<file path="src/hdl/adcc_consts.svh">
// Purpose: Offsets, field positions, reset values and timing counts of the converter control.
// Assumes: 32-bit APB data, each register one aligned word at four times its index.
// Notes:   Definitions only.
`ifndef ADCC_CONSTS_SVH
`define ADCC_CONSTS_SVH

// ----------------------------------------------------------------
// Register indices and byte addresses
// ----------------------------------------------------------------
`define ADCC_IDX_REF 8'hD1
`define ADCC_IDX_CFG 8'hBC
`define ADCC_IDX_CTRL 8'hE8
`define ADCC_IDX_RESULT 8'hBE
`define ADCC_IDX_IRQ_STAT 8'hC8
`define ADCC_IDX_IRQ_MASK 8'hC9
`define ADCC_ADDR_REF 12'h0344
`define ADCC_ADDR_CFG 12'h02F0
`define ADCC_ADDR_CTRL 12'h03A0
`define ADCC_ADDR_RESULT 12'h02F8
`define ADCC_ADDR_IRQ_STAT 12'h0320
`define ADCC_ADDR_IRQ_MASK 12'h0324

// ----------------------------------------------------------------
// Field positions
// ----------------------------------------------------------------
`define ADCC_CTRL_BUSY 0
`define ADCC_CTRL_DONE 1
`define ADCC_CTRL_STM_LO 2
`define ADCC_CTRL_STM_HI 3
`define ADCC_CTRL_TRACK 4
`define ADCC_IRQ_DONE 0
`define ADCC_IRQ_OVERRUN 1
`define ADCC_IRQ_BITS 2

// ----------------------------------------------------------------
// Reset values
// ----------------------------------------------------------------
`define ADCC_RST_REF 2'h0
`define ADCC_RST_CFG 3'h0
`define ADCC_RST_STM 2'h0
`define ADCC_RST_MASK 2'h0

// ----------------------------------------------------------------
// Timing
// ----------------------------------------------------------------
`define ADCC_CLK_HZ 20000000
`define ADCC_MAX_SPS 100000
`define ADCC_MIN_PERIOD_CYC ((`ADCC_CLK_HZ + `ADCC_MAX_SPS - 1) / `ADCC_MAX_SPS)
`define ADCC_TRACK_CLOCKS 3
`define ADCC_RESULT_BITS 8
`define ADCC_DIV_SEL_MAX 3'h4

`endif

</file>
<file path="src/hdl/adcc_pkg.sv">
// Purpose: Types shared by the converter control.
// Assumes: Nothing beyond SystemVerilog.
// Notes:   Constants live in adcc_consts.svh.
package adcc_pkg;

   // ----------------------------------------------------------------
   // Sequencer states
   // ----------------------------------------------------------------
   typedef enum logic [1:0] {
      ADCC_ST_IDLE,
      ADCC_ST_TRACK,
      ADCC_ST_CONVERT,
      ADCC_ST_PACE
   } adcc_state_type;

   // Start source codes of the start-mode field
   typedef enum logic [1:0] {
      ADCC_START_SOFT,
      ADCC_START_TIMER,
      ADCC_START_RSV2,
      ADCC_START_RSV3
   } adcc_start_type;

endpackage

</file>
<file path="src/hdl/adcc_top.sv">
// Purpose: Conversion control of a successive-approximation converter, APB slave.
// Assumes: cmp_in is the comparator verdict on dac_code, valid at each converter tick.
// Notes:   APB answers with one wait state; every output comes from a flip-flop.
// Behaviour
// - Converter clock is core clock divided by 1, 2, 4, 8 or 16.
// - Conversions never exceed one hundred thousand samples per second.
// - Two-bit start-mode field picks software busy write or timer overflow.
// - Software mode: writing one to busy launches one conversion.
// - Busy reads one during conversion, clears itself when finished.
// - Busy falling sets done flag and requests interrupt when enabled.
// - Each finished result lands in the readable result register.
// - Track mode zero tracks continuously except while converting.
// - Track mode one, software start: track three converter clocks after busy write.
// - Track mode one, timer start: track three converter clocks after overflow.
// - Tracking shuts down while the chip is in standby (low_power_standby high).
// - Reference field: 00 external pin, 11 supply, others reserved, reset 00.
`timescale 1ns/1ps
module adcc_top
   import adcc_pkg::*;
(
   input wire logic pclk,
   input wire logic presetn,
   input wire logic psel,
   input wire logic penable,
   input wire logic pwrite,
   input wire logic [11:0] paddr,
   input wire logic [31:0] pwdata,
   input wire logic [3:0] pstrb,
   output logic [31:0] prdata,
   output logic pready,
   output logic pslverr,
   input wire logic timer_overflow,
   input wire logic low_power_standby,
   input wire logic cmp_in,
   output logic [7:0] dac_code,
   output logic track_en,
   output logic [1:0] ref_sel,
   output logic irq
);
`include "adcc_consts.svh"

   localparam int RB = `ADCC_RESULT_BITS;
   localparam logic [7:0] MIN_PERIOD = 8'(`ADCC_MIN_PERIOD_CYC);
   localparam logic [1:0] TRACK_LAST = 2'(`ADCC_TRACK_CLOCKS - 1);

   // ----------------------------------------------------------------
   // Bus decode
   // ----------------------------------------------------------------
   logic acc_first;
   logic wr_go;
   logic wr_lane;
   logic hit_ref, hit_cfg, hit_ctrl, hit_res, hit_stat, hit_mask, hit_any;

   // Setup and first access cycle prepare; pready high marks the taking edge
   assign acc_first = psel & penable & ~pready;
   assign wr_go = psel & penable & pready & pwrite;
   assign wr_lane = pstrb[0];

   always_comb begin
      hit_ref = 1'b0;
      hit_cfg = 1'b0;
      hit_ctrl = 1'b0;
      hit_res = 1'b0;
      hit_stat = 1'b0;
      hit_mask = 1'b0;
      if (paddr == `ADCC_ADDR_REF) begin
         hit_ref = 1'b1;
      end else if (paddr == `ADCC_ADDR_CFG) begin
         hit_cfg = 1'b1;
      end else if (paddr == `ADCC_ADDR_CTRL) begin
         hit_ctrl = 1'b1;
      end else if (paddr == `ADCC_ADDR_RESULT) begin
         hit_res = 1'b1;
      end else if (paddr == `ADCC_ADDR_IRQ_STAT) begin
         hit_stat = 1'b1;
      end else if (paddr == `ADCC_ADDR_IRQ_MASK) begin
         hit_mask = 1'b1;
      end
   end
   assign hit_any = hit_ref | hit_cfg | hit_ctrl | hit_res | hit_stat | hit_mask;

   // ----------------------------------------------------------------
   // Software registers
   // ----------------------------------------------------------------
   logic [2:0] div_sel_q;
   logic [1:0] start_mode_q;
   logic track_mode_q;
   logic [1:0] mask_q;
   logic [RB-1:0] result_q;

   // Reference select; only the low two bits exist
   always_ff @(posedge pclk or negedge presetn) begin
      if (!presetn) begin
         ref_sel <= `ADCC_RST_REF;
      end else if (wr_go && wr_lane && hit_ref) begin
         ref_sel <= pwdata[1:0];
      end
   end

   // Divider, start mode, track mode and mask
   always_ff @(posedge pclk or negedge presetn) begin
      if (!presetn) begin
         div_sel_q <= `ADCC_RST_CFG;
         start_mode_q <= `ADCC_RST_STM;
         track_mode_q <= 1'b0;
         mask_q <= `ADCC_RST_MASK;
      end else if (wr_go && wr_lane) begin
         if (hit_cfg) begin
            div_sel_q <= pwdata[2:0];
         end
         if (hit_ctrl) begin
            start_mode_q <= pwdata[`ADCC_CTRL_STM_HI:`ADCC_CTRL_STM_LO];
            track_mode_q <= pwdata[`ADCC_CTRL_TRACK];
         end
         if (hit_mask) begin
            mask_q <= pwdata[1:0];
         end
      end
   end

   // ----------------------------------------------------------------
   // Start decode
   // ----------------------------------------------------------------
   adcc_state_type state_q;
   logic busy_q;
   logic soft_start, timer_start, start_req, start_go, overrun;
   logic timer_mode;

   // Reserved start codes behave as software start
   assign timer_mode = (start_mode_q == ADCC_START_TIMER);
   assign soft_start = wr_go && wr_lane && hit_ctrl && pwdata[`ADCC_CTRL_BUSY]
                       && !timer_mode;
   assign timer_start = timer_overflow && timer_mode;
   assign start_req = soft_start | timer_start;
   assign start_go = start_req && (state_q == ADCC_ST_IDLE);
   // A start landing while busy is dropped and flagged
   assign overrun = start_req && (state_q != ADCC_ST_IDLE);

   // ----------------------------------------------------------------
   // Converter clock
   // ----------------------------------------------------------------
   logic conv_tick;

   adcc_divider u_div (
      .pclk(pclk),
      .presetn(presetn),
      .restart(start_go),
      .div_sel(div_sel_q),
      .tick(conv_tick)
   );

   // ----------------------------------------------------------------
   // Sequencer
   // ----------------------------------------------------------------
   logic [1:0] trk_cnt_q;
   logic [2:0] bit_idx_q;
   logic [7:0] pace_q;
   logic [RB-1:0] trial_d;
   logic done_evt;

   // Next trial word: keep or drop the bit under test, raise the next one
   always_comb begin
      trial_d = dac_code;
      trial_d[bit_idx_q] = cmp_in;
      if (bit_idx_q != 3'h0) begin
         trial_d[3'(bit_idx_q - 3'h1)] = 1'b1;
      end
   end

   // Busy falls when pacing ends; the same edge raises the done event
   assign done_evt = (state_q == ADCC_ST_PACE) && (pace_q >= 8'(MIN_PERIOD - 8'h01));

   always_ff @(posedge pclk or negedge presetn) begin
      if (!presetn) begin
         state_q <= ADCC_ST_IDLE;
         trk_cnt_q <= 2'h0;
         bit_idx_q <= 3'h0;
         dac_code <= 8'h00;
         result_q <= 8'h00;
      end else begin
         case (state_q)
            ADCC_ST_IDLE: begin
               if (start_go) begin
                  trk_cnt_q <= 2'h0;
                  bit_idx_q <= 3'(RB - 1);
                  dac_code <= 8'h80;
                  // Low-power mode inserts a fixed track window first
                  state_q <= track_mode_q ? ADCC_ST_TRACK : ADCC_ST_CONVERT;
               end
            end
            ADCC_ST_TRACK: begin
               if (conv_tick) begin
                  trk_cnt_q <= 2'(trk_cnt_q + 2'h1);
                  if (trk_cnt_q == TRACK_LAST) begin
                     state_q <= ADCC_ST_CONVERT;
                  end
               end
            end
            ADCC_ST_CONVERT: begin
               if (conv_tick) begin
                  dac_code <= trial_d;
                  if (bit_idx_q == 3'h0) begin
                     result_q <= trial_d;
                     state_q <= ADCC_ST_PACE;
                  end else begin
                     bit_idx_q <= 3'(bit_idx_q - 3'h1);
                  end
               end
            end
            ADCC_ST_PACE: begin
               if (done_evt) begin
                  state_q <= ADCC_ST_IDLE;
               end
            end
            default: begin
               state_q <= ADCC_ST_IDLE;
            end
         endcase
      end
   end

   // Busy flag mirrors the sequencer
   always_ff @(posedge pclk or negedge presetn) begin
      if (!presetn) begin
         busy_q <= 1'b0;
      end else if (start_go) begin
         busy_q <= 1'b1;
      end else if (done_evt) begin
         busy_q <= 1'b0;
      end
   end

   // Sample pacing; a fast converter clock still waits the least period
   always_ff @(posedge pclk or negedge presetn) begin
      if (!presetn) begin
         pace_q <= 8'h00;
      end else if (start_go) begin
         pace_q <= 8'h00;
      end else if (busy_q && pace_q != 8'hFF) begin
         pace_q <= 8'(pace_q + 8'h01);
      end
   end

   // ----------------------------------------------------------------
   // Track and hold
   // ----------------------------------------------------------------
   // Standby overrides both modes to save the input buffer current
   always_ff @(posedge pclk or negedge presetn) begin
      if (!presetn) begin
         track_en <= 1'b0;
      end else if (low_power_standby) begin
         track_en <= 1'b0;
      end else if (track_mode_q) begin
         track_en <= (state_q == ADCC_ST_TRACK);
      end else begin
         track_en <= !busy_q;
      end
   end

   // ----------------------------------------------------------------
   // Event flags and interrupt
   // ----------------------------------------------------------------
   logic [`ADCC_IRQ_BITS-1:0] stat_q;
   logic [`ADCC_IRQ_BITS-1:0] evt;
   logic [`ADCC_IRQ_BITS-1:0] clr;

   assign evt[`ADCC_IRQ_DONE] = done_evt;
   assign evt[`ADCC_IRQ_OVERRUN] = overrun;
   // Done flag clears by writing one at either the control or status word
   assign clr[`ADCC_IRQ_DONE] = wr_go && wr_lane && ((hit_stat && pwdata[`ADCC_IRQ_DONE])
                                || (hit_ctrl && pwdata[`ADCC_CTRL_DONE]));
   assign clr[`ADCC_IRQ_OVERRUN] = wr_go && wr_lane && hit_stat
                                   && pwdata[`ADCC_IRQ_OVERRUN];

   // Sticky bits; a set in the clearing cycle wins
   genvar gi;
   generate
      for (gi = 0; gi < `ADCC_IRQ_BITS; gi++) begin : g_stat
         always_ff @(posedge pclk or negedge presetn) begin
            if (!presetn) begin
               stat_q[gi] <= 1'b0;
            end else if (evt[gi]) begin
               stat_q[gi] <= 1'b1;
            end else if (clr[gi]) begin
               stat_q[gi] <= 1'b0;
            end
         end
      end
   endgenerate

   // Interrupt level; follows flags one cycle later
   always_ff @(posedge pclk or negedge presetn) begin
      if (!presetn) begin
         irq <= 1'b0;
      end else begin
         irq <= |(stat_q & mask_q);
      end
   end

   // ----------------------------------------------------------------
   // APB answer
   // ----------------------------------------------------------------
   logic [31:0] rd_mux;

   always_comb begin
      rd_mux = 32'h0000_0000;
      if (hit_ref) begin
         rd_mux[1:0] = ref_sel;
      end else if (hit_cfg) begin
         rd_mux[2:0] = div_sel_q;
      end else if (hit_ctrl) begin
         rd_mux[`ADCC_CTRL_BUSY] = busy_q;
         rd_mux[`ADCC_CTRL_DONE] = stat_q[`ADCC_IRQ_DONE];
         rd_mux[`ADCC_CTRL_STM_HI:`ADCC_CTRL_STM_LO] = start_mode_q;
         rd_mux[`ADCC_CTRL_TRACK] = track_mode_q;
      end else if (hit_res) begin
         rd_mux[RB-1:0] = result_q;
      end else if (hit_stat) begin
         rd_mux[`ADCC_IRQ_BITS-1:0] = stat_q;
      end else if (hit_mask) begin
         rd_mux[`ADCC_IRQ_BITS-1:0] = mask_q;
      end
   end

   // One wait state: data and error load on the same edge that raises pready
   always_ff @(posedge pclk or negedge presetn) begin
      if (!presetn) begin
         pready <= 1'b0;
         prdata <= 32'h0000_0000;
         pslverr <= 1'b0;
      end else begin
         pready <= acc_first;
         if (acc_first) begin
            prdata <= pwrite ? 32'h0000_0000 : rd_mux;
            pslverr <= !hit_any;
         end else begin
            pslverr <= 1'b0;
         end
      end
   end

endmodule

</file>
<file path="src/hdl/adcc_divider.sv">
// Purpose: Conversion clock tick from the core clock, ratio 1, 2, 4, 8 or 16.
// Assumes: restart is a one-cycle pulse from the sequencer.
// Notes:   Tick is one core clock wide, so the ratio-1 case ticks every cycle.
`timescale 1ns/1ps
module adcc_divider
   import adcc_pkg::*;
(
   input wire logic pclk,
   input wire logic presetn,
   input wire logic restart,
   input wire logic [2:0] div_sel,
   output logic tick
);
`include "adcc_consts.svh"

   logic [3:0] cnt_q;
   logic [3:0] limit;
   logic [2:0] sel_clamped;

   // ----------------------------------------------------------------
   // Ratio decode
   // ----------------------------------------------------------------
   // Codes above four clamp to ratio sixteen rather than stop the converter clock
   assign sel_clamped = (div_sel > `ADCC_DIV_SEL_MAX) ? `ADCC_DIV_SEL_MAX : div_sel;
   assign limit = 4'(5'((5'h01 << sel_clamped) - 5'h01));

   // Counter; restart realigns so tracking gets whole converter clocks
   always_ff @(posedge pclk or negedge presetn) begin
      if (!presetn) begin
         cnt_q <= 4'h0;
         tick <= 1'b0;
      end else if (restart) begin
         cnt_q <= 4'h0;
         tick <= 1'b0;
      end else begin
         tick <= (cnt_q == limit);
         cnt_q <= (cnt_q == limit) ? 4'h0 : 4'(cnt_q + 4'h1);
      end
   end

endmodule

</file>
<file path="config.mk">
export PLATFORM = sky130hd
export DESIGN_NAME = adcc_top
export DESIGN_NICKNAME = d
export VERILOG_FILES = /design/src/hdl/adcc_pkg.sv /design/src/hdl/adcc_top.sv /design/src/hdl/adcc_divider.sv
export VERILOG_INCLUDE_DIRS = /design/src /design/src/hdl
export SDC_FILE = /design/constraint.sdc
export NUM_CORES = 1
export LEC_CHECK = 0
export BUFFER_PORTS_ARGS = -buffer_cell sky130_fd_sc_hd__buf_2
export CAP_MARGIN = 10
export CORE_ASPECT_RATIO = 1.4
export CORE_MARGIN = 8
export CORE_UTILIZATION = 41
export CTS_CLUSTER_DIAMETER = 150
export CTS_CLUSTER_SIZE = 8
export DETAILED_ROUTE_END_ITERATION = 10
export PLACE_DENSITY = 0.68
export RECOVER_POWER = 100
export SYNTH_ARGS = -nofsm -noshare
export SYNTH_HDL_FRONTEND = slang
export SYNTH_HIERARCHICAL = 1
export SYNTH_SLANG_ARGS = --single-unit
</file>
<file path="constraint.sdc">
create_clock -name pclk -period 2.35 [get_ports pclk]
set_clock_uncertainty 0.15 [all_clocks]
set_input_delay 0.3525 -clock pclk [delete_from_list [all_inputs] [get_ports pclk]]
set_output_delay 0.3525 -clock pclk [all_outputs]
set_load 0.05 [all_outputs]
</file>
==> impl_results.md <==
* Detail Route Antenna Nets at 0
* Sum Neg Setup Slack at 0 ns
* Max-cap violations at 0
* Synth warn at 6
* Syn Area/Cell at 9.74 um^2
* Status: completed
* Row count at 40
* Fin. Hold Viols at 0
* Register bit total from synthesis at 61
* CP max FO at 7
* Vias in the first global route at 2,965
* Clock sink count at 61
* Total power at 3.37 mW
* Asr flop ratio synth at 100%
* Most frequent cells in the layout: dfrtp_1, nand2_1, nor2_1, clkbuf_1
* Largest net degree at the start of global routing at 32
* Crit path max-delay family: simple AND/OR/NAND/NOR gates
* Drt total wl at 8690 um
* CP cell instances: and2b_2 -> or3_1 -> o21ai_0 -> and2_1 -> clkbuf_2 -> nor2_1
* CP arrival at 2.24 ns
* Tcrit/Tclk final at 92.6%
* Pwr Density at 796 mW/mm^2
* Clock Tree Root: clkbuf_16
* Global-route wire length before repair at 13,800 um
* Area of the die at 0.0121 mm^2
* Startpoint types: flip-flop
* Worst Path Buf+Inv at 1
* Sequential share of the synthesized area at 42.3%
* Synth unique cells at 68
* Die height at 127 um
* Finish-stage setup viols at 0
* Critical Path RT at 2.41 ns
* Ports at 102
* Starting Density at 42.2%
* Vias per cell at 5.41
* Syn-to-layout area delta at 17.1%
* GRT overflow at 0
* DR DRC count at 0
* Initial antenna violation count at 0
* Nets at 504
* Maximum VDD drop at 0.448 mV
* Max Freq at 459 MHz
* HP Class: primary input to flip-flop
* Most common cell after layout, fill and taps aside: dfrtp_1
* Setup repair bufs after CTS at 0
* Unrepaired setup endpoints after global routing: no
* Port Buffers at 47
* Num CTS Buffers at 9
* Post-DP HPWL at 6620 um
* Die W at 95.3 um
* Slew @ Worst Pin at 0.763 ns
* H-tree Lvls at 3
* Synth Instances at 371
* Core Area at 0.00856 mm^2
* Synth Flop Type: dfrtp_1
* Antenna fix cells at 0
* TritonRoute pass-1 iters at 4
* Crit Path Class: flip-flop to flip-flop
* Via count at 2,971
* Normalized max-slew margin at 49.1%
* Fin crit period at 2.18 ns
* Slowest stage delay, CP at 0.46 ns
* Clock Tree Buf Depth at 2
* WL/cell at 15.8 um
* Initial DRC Count at 177
* Overall routing resource usage at 14.6%
* Post-Syn Area at 0.00361 mm^2
* Clk_lat worst skew at 0.33 ns
* Reg clk slew, reported paths at 0.05 ns
* CTS tree: yes
* Max-slew violations at 0
* Crit end category: flip-flop
* Crit path max-delay cell type: or3_1
* Number of flops mapped to enable cells by yosys at 0
* Ratio of cells with drive above 1 in the final layout at 20.7%
* Routability cong. at 0.913
* Leakage Power at 1.90 nW
power by group:
group	total [mW]	internal, mW	switching [mW]
Clock	1.40	0.925	0.470
Combinational	0.823	0.295	0.528
Sequential	1.15	1.11	0.0443
per-layer routing:
metal  track usage [%]  part of all wire [%]
met1              15.8                    40
met2              23.8                    48
met3              3.63                   7.4
met4              10.9                   4.9
met5                 0                     0
worst register-to-register path: cells and delay by family, from the launching register on:
family	cells	cell delay (ns)
simple gates	4	1.06
flops	1	0.37
compound gates	1	0.28
buf+inv	1	0.20
registers in the layout, summed over array words and instances (netlist names), 2 cells and up:
register,count
mask_q,2
start_mode_q,2
stat_q,2
div_sel_q,3
prdata,8
dac_code,8
u_div/cnt_q,4
result_q,8
bit_idx_q,3
ref_sel,2
state_q,2
trk_cnt_q,2
pace_q,8
worst paths after layout:
kind / startpoint / to / slack, ns / depth (start not counted)
max: start_mode_q[1]$_DFFE_PN0N_ / pace_q[4]$_DFFE_PN0P_ / 0.17 / 6
min: low_power_standby / track_en$_DFF_PN0_ / 0.02 / 2
max reg2reg: start_mode_q[1]$_DFFE_PN0N_ / pace_q[4]$_DFFE_PN0P_ / 0.17 / 6
min reg2reg: prdata[5]$_DFFE_PN0P_ / prdata[5]$_DFFE_PN0P_ / 0.32 / 2
max in group asynchronous: presetn / track_mode_q$_DFFE_PN0N_ / 0.96 / 3
min in group asynchronous: presetn / pace_q[0]$_DFFE_PN0P_ / 0.60 / 3
what timing repair did:
action,4_1_cts,5_1_grt
resized for setup,0,1
endpoints found under the setup margin,0,1
endpoints found under the hold margin,61,0
hold buffers,1,0
synth_stat cells (all sizes together) (5+ instances only):
library cell,instances,area share (%)
a21oi,11,1.5
a22o,7,1.9
a22oi,8,1.7
buf,30,6.2
dfrtp,61,42
ha,9,3.1
inv,14,1.5
mux2,13,4.1
nand2,32,3.3
nand2b,6,1.0
nand3,16,2.2
nand4,5,1.3
nor2,31,3.2
nor2b,5,0.87
nor3,8,1.1
o21ai,24,3.3
xnor2,7,1.7
final cells by class:
type                            count  area (um^2)
Fill cell                         784         4330
Clock buffer                       10          229
Tap cell                          105          131
Clock inverter                      6         87.6
Sequential cell                    61         1530
Inverter                           14         52.6
Timing Repair Buffer               68          339
Multi-Input combinational cell    285         1870
kinds of logic after synthesis:
kind of cell / share of synthesized area, %
DFF: 42.3
adders and majority gates: 3.12
buffers and inverters: 8.07
and+or+nand+nor: 21.6
other: 0.104
AOI/OAI and AO/OA: 17.0
xor gates and xnor gates: 2.67
muxes: 5.16
per-stage QoR:
| step | worst slack (ns) | utilization (%) | area (um^2) | hold slack, ns | instances |
|---|---|---|---|---|---|
| 6_report | 0.173 | 49.4 | 4230 | 0.0222 | 549 |
| 3_5_place_dp | 0.155 | 46.5 | 3980 | 0.267 | 532 |
| 2_1_floorplan | 0.216 | - | 3700 | -0.0931 | 394 |
| 4_1_cts | 0.139 | 50.3 | 4300 | 0.0112 | 549 |
| 3_3_place_gp | 0.168 | 46.5 | 3980 | 0.254 | 532 |
| 5_1_grt | 0.00749 | 49.4 | 4230 | 0.0199 | 549 |
Power figures use the tool's default switching activity.
